--- src/logic/gmrs_cfg.svh ---
// Constants for the output mux, strap and reset glue
`ifndef GMRS_CFG_SVH
`define GMRS_CFG_SVH
// ==========================================
// Configuration bit positions
`define GMRS_GCFG_CLK_CS_BIT 29
`define GMRS_GCFG_CLK_ALE_BIT 30
`define GMRS_GCFG_KBC_CS_BIT 31
`define GMRS_XBUS_APIC_BIT 8
// ==========================================
// Reset values and the speaker enable bit position
`define GMRS_GCFG_RST 32'he0000000
`define GMRS_XBUS_RST 16'h0000
`define GMRS_GPO_RST 7'h00
`define GMRS_SPEAKER_OUT_EN_BIT 1
`endif

--- src/logic/gmrs_pkg.sv ---
// Types for the output mux, strap and reset glue
package gmrs_pkg;
  // Native functions that may take over the upper general outputs
  typedef struct packed {
    logic clock_chip_select_n;
    logic clock_chip_addr_latch;
    logic keyboard_ctrl_select_n;
    logic apic_int9_out_n;
  } gmrs_native_t;
  // Reset sequencing
  typedef enum logic [1:0] {GMRS_IN_RESET, GMRS_RUN} gmrs_rst_state_t;
endpackage

--- src/logic/gmrs_sync.sv ---
// Two-flop synchroniser for the power-good input
`timescale 1ns/1ps
module gmrs_sync (
  input wire logic clk,
  input wire logic din,
  output logic dout
);
  logic stage1_ff;
  logic stage2_ff;
  // ==========================================
  // No reset: power-good itself is what resets the core
  always_ff @(posedge clk) begin
    stage1_ff <= din;
    stage2_ff <= stage1_ff;
  end
  assign dout = stage2_ff;
endmodule

--- src/logic/gmrs_top.sv ---
// Upper output pin mux, straps, reset generation and speaker gating
`timescale 1ns/1ps
`include "gmrs_cfg.svh"
module gmrs_top (
  input wire logic REF_CLK,
  input wire logic SYS_RST,
  input wire logic POWER_GOOD,
  input wire logic CPU_TYPE_STRAP,
  input wire logic BOOT_DECODE_STRAP,
  input wire logic [31:0] GENERAL_CONFIG_WDATA,
  input wire logic GENERAL_CONFIG_WE,
  input wire logic [15:0] XBUS_CONTROL_WDATA,
  input wire logic XBUS_CONTROL_WE,
  input wire logic [6:0] GENERAL_OUT_WDATA,
  input wire logic GENERAL_OUT_WE,
  input wire logic [7:0] PORT61_WDATA,
  input wire logic PORT61_WE,
  input wire gmrs_pkg::gmrs_native_t NATIVE_IN,
  input wire logic CPU_INIT_REQ,
  input wire logic COUNTER2_OUT,
  input wire logic POWER_ON_SUSPEND,
  input wire logic TOP64K_HIT,
  output logic GENERAL_OUT_24,
  output logic GENERAL_OUT_25,
  output logic GENERAL_OUT_26,
  output logic [1:0] GENERAL_OUT_27_28,
  output logic GENERAL_OUT_29,
  output logic GENERAL_OUT_30,
  output logic CPU_RESET_OUT,
  output logic CPU_INIT_OUT,
  output logic PCI_RESET_OUT_N,
  output logic ISA_RESET_DRIVE,
  output logic SPEAKER_OUT,
  output logic TOP64K_POSITIVE_CLAIM,
  output logic TOP64K_SUBTRACTIVE_CLAIM,
  output logic [31:0] GENERAL_CONFIG_RDATA,
  output logic [15:0] XBUS_CONTROL_RDATA
);
  logic pg_sync;
  logic core_rst;
  logic [31:0] general_config_reg_ff;
  logic [15:0] xbus_control_reg_ff;
  logic [6:0] gpo_ff;
  logic speaker_out_en_ff;
  logic speaker_out_ff;
  logic cpu_type_ff;
  logic boot_decode_ff;
  gmrs_pkg::gmrs_rst_state_t state_ff;
  gmrs_pkg::gmrs_rst_state_t nxt_state;
  logic [6:0] pin_ff;
  logic [6:0] nxt_pin;
  logic cpu_rst_ff;
  logic cpu_init_ff;
  logic pci_rst_n_ff;
  logic isa_rst_ff;
  logic pos_claim_ff;
  logic sub_claim_ff;
  logic in_reset;
  logic nxt_speaker_out;
  logic sel_clk_cs;
  logic sel_clk_ale;
  logic sel_kbc_cs;
  logic sel_apic;
  logic nxt_cpu_rst;
  logic nxt_cpu_init;
  logic nxt_pos_claim;
  logic nxt_sub_claim;

  // ==========================================
  // Shared helpers
  // Native function when its select is set, otherwise the plain output value
  function automatic logic pin_source(input logic sel, input logic native, input logic plain);
    pin_source = sel ? native : plain;
  endfunction
  // Newer processors take reset and init active low, so the strap flips the level
  function automatic logic cpu_polarity(input logic active, input logic newer);
    cpu_polarity = active ^ newer;
  endfunction

  // ==========================================
  // Power-good crossing
  gmrs_sync u_pg_sync (
    .clk(REF_CLK),
    .din(POWER_GOOD),
    .dout(pg_sync)
  );

  // Power-good low resets the whole core plane, same as the system reset
  assign core_rst = SYS_RST | ~pg_sync;

  // ==========================================
  // Reset sequencing
  always_comb begin
    case (state_ff)
      gmrs_pkg::GMRS_IN_RESET: nxt_state = pg_sync ? gmrs_pkg::GMRS_RUN : gmrs_pkg::GMRS_IN_RESET;
      gmrs_pkg::GMRS_RUN: nxt_state = pg_sync ? gmrs_pkg::GMRS_RUN : gmrs_pkg::GMRS_IN_RESET;
      default: nxt_state = gmrs_pkg::GMRS_IN_RESET;
    endcase
  end
  assign in_reset = SYS_RST | (nxt_state == gmrs_pkg::GMRS_IN_RESET);

  always_ff @(posedge REF_CLK) begin
    if (SYS_RST) begin
      state_ff <= gmrs_pkg::GMRS_IN_RESET;
    end else begin
      state_ff <= nxt_state;
    end
  end

  // ==========================================
  // Configuration registers
  always_ff @(posedge REF_CLK) begin
    if (core_rst) begin
      general_config_reg_ff <= `GMRS_GCFG_RST;
      xbus_control_reg_ff <= `GMRS_XBUS_RST;
      gpo_ff <= `GMRS_GPO_RST;
      speaker_out_en_ff <= 1'b0;
    end else begin
      if (GENERAL_CONFIG_WE) begin
        general_config_reg_ff <= GENERAL_CONFIG_WDATA;
      end
      if (XBUS_CONTROL_WE) begin
        xbus_control_reg_ff <= XBUS_CONTROL_WDATA;
      end
      if (GENERAL_OUT_WE) begin
        gpo_ff <= GENERAL_OUT_WDATA;
      end
      if (PORT61_WE) begin
        speaker_out_en_ff <= PORT61_WDATA[`GMRS_SPEAKER_OUT_EN_BIT];
      end
    end
  end

  // ==========================================
  // Straps: caught while in reset, frozen afterwards since the board keeps them static
  always_ff @(posedge REF_CLK) begin
    if (in_reset) begin
      cpu_type_ff <= CPU_TYPE_STRAP;
      boot_decode_ff <= BOOT_DECODE_STRAP;
    end
  end

  // ==========================================
  // Pin mux; the output register adds one cycle so pins come from flops
  assign sel_clk_cs = general_config_reg_ff[`GMRS_GCFG_CLK_CS_BIT];
  assign sel_clk_ale = general_config_reg_ff[`GMRS_GCFG_CLK_ALE_BIT];
  assign sel_kbc_cs = general_config_reg_ff[`GMRS_GCFG_KBC_CS_BIT];
  assign sel_apic = xbus_control_reg_ff[`GMRS_XBUS_APIC_BIT];
  assign nxt_pin[0] = pin_source(sel_clk_cs, NATIVE_IN.clock_chip_select_n,
    gpo_ff[0]);
  assign nxt_pin[1] = pin_source(sel_clk_ale, NATIVE_IN.clock_chip_addr_latch,
    gpo_ff[1]);
  assign nxt_pin[2] = pin_source(sel_kbc_cs, NATIVE_IN.keyboard_ctrl_select_n,
    gpo_ff[2]);
  assign nxt_pin[4:3] = gpo_ff[4:3];
  assign nxt_pin[5] = pin_source(sel_apic, NATIVE_IN.apic_int9_out_n, gpo_ff[5]);
  assign nxt_pin[6] = gpo_ff[6];

  // Speaker freezes during power-on-suspend
  assign nxt_speaker_out = POWER_ON_SUSPEND ? speaker_out_ff : (COUNTER2_OUT & speaker_out_en_ff);

  always_ff @(posedge REF_CLK) begin
    if (core_rst) begin
      pin_ff <= `GMRS_GPO_RST;
      speaker_out_ff <= 1'b0;
    end else begin
      pin_ff <= nxt_pin;
      speaker_out_ff <= nxt_speaker_out;
    end
  end

  // ==========================================
  // Reset and init outputs; newer processors take active-low reset and init
  assign nxt_cpu_rst = cpu_polarity(in_reset, cpu_type_ff);
  assign nxt_cpu_init = cpu_polarity(CPU_INIT_REQ & ~in_reset, cpu_type_ff);
  always_ff @(posedge REF_CLK) begin
    cpu_rst_ff <= nxt_cpu_rst;
    cpu_init_ff <= nxt_cpu_init;
    pci_rst_n_ff <= ~in_reset;
    isa_rst_ff <= in_reset;
  end

  // ==========================================
  // Top 64K decode; the frozen strap copy keeps a board glitch from flipping the claim
  assign nxt_pos_claim = TOP64K_HIT & ~boot_decode_ff;
  assign nxt_sub_claim = TOP64K_HIT & boot_decode_ff;
  always_ff @(posedge REF_CLK) begin
    if (core_rst) begin
      pos_claim_ff <= 1'b0;
      sub_claim_ff <= 1'b0;
    end else begin
      pos_claim_ff <= nxt_pos_claim;
      sub_claim_ff <= nxt_sub_claim;
    end
  end

  assign GENERAL_OUT_24 = pin_ff[0];
  assign GENERAL_OUT_25 = pin_ff[1];
  assign GENERAL_OUT_26 = pin_ff[2];
  assign GENERAL_OUT_27_28 = pin_ff[4:3];
  assign GENERAL_OUT_29 = pin_ff[5];
  assign GENERAL_OUT_30 = pin_ff[6];
  assign CPU_RESET_OUT = cpu_rst_ff;
  assign CPU_INIT_OUT = cpu_init_ff;
  assign PCI_RESET_OUT_N = pci_rst_n_ff;
  assign ISA_RESET_DRIVE = isa_rst_ff;
  assign SPEAKER_OUT = speaker_out_ff;
  assign TOP64K_POSITIVE_CLAIM = pos_claim_ff;
  assign TOP64K_SUBTRACTIVE_CLAIM = sub_claim_ff;
  assign GENERAL_CONFIG_RDATA = general_config_reg_ff;
  assign XBUS_CONTROL_RDATA = xbus_control_reg_ff;
endmodule

--- config.mk ---
export PLATFORM = sky130hd
export DESIGN_NAME = gmrs_top
export DESIGN_NICKNAME = d
export VERILOG_FILES = /design/src/logic/gmrs_pkg.sv /design/src/logic/gmrs_sync.sv /design/src/logic/gmrs_top.sv
export VERILOG_INCLUDE_DIRS = /design/src /design/src/logic
export SDC_FILE = /design/constraint.sdc
export NUM_CORES = 1
export LEC_CHECK = 0
export BUFFER_PORTS_ARGS = -buffer_cell sky130_fd_sc_hd__buf_4
export CAP_MARGIN = 25
export CORE_UTILIZATION = 43
export DETAILED_ROUTE_END_ITERATION = 8
export PLACE_DENSITY = 0.8
export SYNTH_ARGS = -nofsm -noshare
export SYNTH_HDL_FRONTEND = slang
export SYNTH_SLANG_ARGS = --single-unit
--- constraint.sdc ---
create_clock -name REF_CLK -period 1.2 [get_ports REF_CLK]
set_input_delay 0.24 -clock REF_CLK [delete_from_list [all_inputs] [get_ports REF_CLK]]
set_output_delay 0.24 -clock REF_CLK [all_outputs]
set_load 0.02 [all_outputs]
==> summary.txt <==
STA
  • Period utilisation layout: between 90 and 100%
  • Worst hold margin: about 0.078 ns
  • Slew Limit Fails: 0
  • Setup TNS: 0 ns
  • Worst slew margin: 77.1%
  • Minimum clock period: around 1.1 ns
  • Unrepaired setup endpoints after global routing: no
  • FMAX: roughly 890 MHz
  • Hold Fails Final Rpt: 0
  • Slew @ Worst Pin: roughly 0.34 ns
  • Final setup fails: 0
  • Fin Clk Skew: ~0.0083 ns

Setup path
  • Critical Path Max Stage Delay: 0.38 ns
  • Startpoint class of the critical path: flop
  • Critical Setup Path Class: flop to primary output
  • Critical path's top delay family: flip-flops
  • CP required: approximately 0.96 ns
  • WP buf/inv: 1
  • Cell Chain, Critical Path: buf_4
  • CP max stage cell: dfxtp_1
  • CP max FO: 3
  • Worst R2R Path Depth: 2
  • Worst reg2reg endpoint: boot_decode_ff$_DFFE_PP_
  • Setup crit end kind: primary output
  • Critical Path AT: a little under 0.9 ns
  • R2R Path Start: u_pg_sync.dout$_DFF_P_
  • FF-to-FF setup slack: between 0.1 and 0.15 ns

Routing
  • DR WL/cell: 12.9 um
  • 1st-pass router iterations: 4
  • Via count: between 1500 and 2000
  • DR vias/cell: 4.59
  • Final ANT Viol Nets: 0
  • DRT Wirelength: 5.58 mm
  • DRC violations left: 0
  • First DRT Iteration DRCs: 40

Synthesis
  • Top cells by area, synth: dfxtp_1, mux2i_1, nor2_1
  • Mapped Area: approximately 2600 um2
  • Distinct cells, synth: 17
  • Synthesized area per cell: approximately 12 um2
  • Mapped Cells: between 200 and 250
  • Syn Nets: roughly 300
  • Post-synth EDFFs: 2
  • Total of warnings raised by yosys: 0
  • Synth async-reset ratio: 0%
  • Top cell type's share of synthesized area: 56.5%
  • Leading area contributor after synthesis: dfxtp_1
  • Post-synth top cells: dfxtp_1, mux2i_1, nor2_1, buf_4, buf_6
  • Sequential share of the synthesized area: between 50 and 60%
  • Count leader, synth: dfxtp_1
  • Register bit total from synthesis: 74
  • Synth Flop Type: dfxtp_1

Floorplanning
  • Die footprint: between 6000 and 7000 um2
  • FP Rows: 27
  • Initial Util: 45.5%
  • Core Region: between 5000 and 6000 um2
  • # IOs: 142
  • Chip Width: 79.0 um
  • Die height: around 79 um

Power
  • Pwr/cell area: approximately 1500 nW/um2
  • P_leak: approximately 0.0019 uW
  • VDD IR max: 840 uV

Hold path
  • Hold crit path type: primary input to flop
  • Hold depth: 1
  • Hold path startpoint: BOOT_DECODE_STRAP
  • Hold Path Sink: boot_decode_ff$_DFFE_PP_

Clocking
  • Root Driver: clkbuf_8
  • Worst-path clk slew: around 0.080 ns
  • CTS sink count: 74
  • Clk Latency, worst-skew pair: around 0.33 ns
  • Clk buf depth: 2
  • H-Tree Depth: 3
  • CTS tree: yes
  • Num CTS Buffers: 9
  • Post-CTS setup buffers: 0

Placed design
  • Detailed placement HPWL: ~4.0 mm
  • Inst Count DP: 415
  • I/O Buffers: 134
  • RD Place Congestion: ~0.67

GRT
  • Gr busiest metal: met2
  • Largest net degree at the start of global routing: 63
  • M3 GR Usage: 5.52%
  • Tot GR Track Use: a little under a fifth
  • Initial antenna violation count: 0
  • Met2 Usage GRT: between 30% and 40%
  • M1 GR Usage: 20.5%
  • First-pass GRT wire length: 8.70 mm
  • Vias in the first global route: ~1900
  • Gr ovfl total: 0

Cells and area
  • Ratio of cells with drive above 1 in the final layout: a little over two fifths
  • Fillers: 468
  • NumNets Final: approximately 440
  • N_diodes: 0
  • Synthesis-to-finish area growth: 49.9%
  • Finished Layout Cells: 432

Outcome
  • Outcome: completed

Job
  • Maximum Capacitance Violations: 0
## cells in the final DEF, fill, tap and decap left out, types with 2 or more instances in the layout
cell type  Yosys  layout
and2_1         3       3
buf_4          6     135
bufinv_16      0       3
clkbuf_8       0       9
dfxtp_1       72      72
edfxtp_1       2       2
mux2i_1       60      60
nand2_1        4       4
nand3b_1       2       2
nor2_1        57      57
xnor2_1        2       2
## repair_timing
item                                    CTS  global route
hold buffers                              1             0
hold endpoints to repair                  1             0
endpoints found under the setup margin    0             2
resized for setup                         0             1
## worst max path at each step
stage,start,to,slack [ns],cells after the start
after global routing,XBUS_CONTROL_RDATA[8]$_SDFFE_PP0P_,XBUS_CONTROL_RDATA[8],0.04,1
after floorplan,u_pg_sync.dout$_DFF_P_,boot_decode_ff$_DFFE_PP_,0.19,4
final,GENERAL_CONFIG_RDATA[31]$_SDFFE_PP1P_,GENERAL_CONFIG_RDATA[31],0.08,1
after CTS,u_pg_sync.dout$_DFF_P_,cpu_type_ff$_DFFE_PP_,0.05,2
after detailed placement,u_pg_sync.dout$_DFF_P_,boot_decode_ff$_DFFE_PP_,0.06,2
after global placement,u_pg_sync.dout$_DFF_P_,boot_decode_ff$_DFFE_PP_,0.06,2
## where the power goes
group | switching (uW) | internal, uW
clock | 898 | 1510
sequential | 43.3 | 2550
combinational | 288 | 353
## cell type report
class	count	area, um2	share of cell area, %
Timing Repair Buffer	137	1040	27.3
Inverter	1	11.3	0.294
Sequential cell	74	1500	39.3
Multi-Input combinational cell	132	918	24.0
Tap cell	72	90.1	2.36
Clock inverter	6	111	2.91
Clock buffer	10	149	3.89
## kinds of logic (layout without fill, tap and decap cells)
group / after synthesis / count (layout) / synth area share [%]
simple gates: 69 / 69 / 11.6
xor+xnor: 2 / 2 / 0.687
compound gates: 1 / 1 / 0.196
flops: 74 / 74 / 58.9
buf+inv: 15 / 154 / 5.15
mux: 60 / 60 / 23.5
## metal layers
metal / routed length [um] / vias up / share of wire [%]
li1: - / 998 / -
met5: 0 / - / 0
met4: 114 / 0 / 2.0
met2: 2750 / 85 / 49
met1: 2200 / 888 / 39
met3: 516 / 12 / 9.3
## sequential cells by signal (all words and copies together) (netlist names), 7 cells and up
register              count
pin_ff                    7
XBUS_CONTROL_RDATA       16
gpo_ff                    7
GENERAL_CONFIG_RDATA     32
## metrics by stage
stage               utilization, %  worst slack (ns)  cell area [um2]  power (uW)
finish                        68.2            0.0791             3820        5640
global route                  68.2            0.0399             3820        5860
CTS                           68.2            0.0494             3820        5710
detailed placement            63.3            0.0638             3550        3300
global placement              63.3            0.0616             3550        3280
floorplan                        -             0.186             2550        2990
Note: power is estimated with default switching activity, not from simulation.
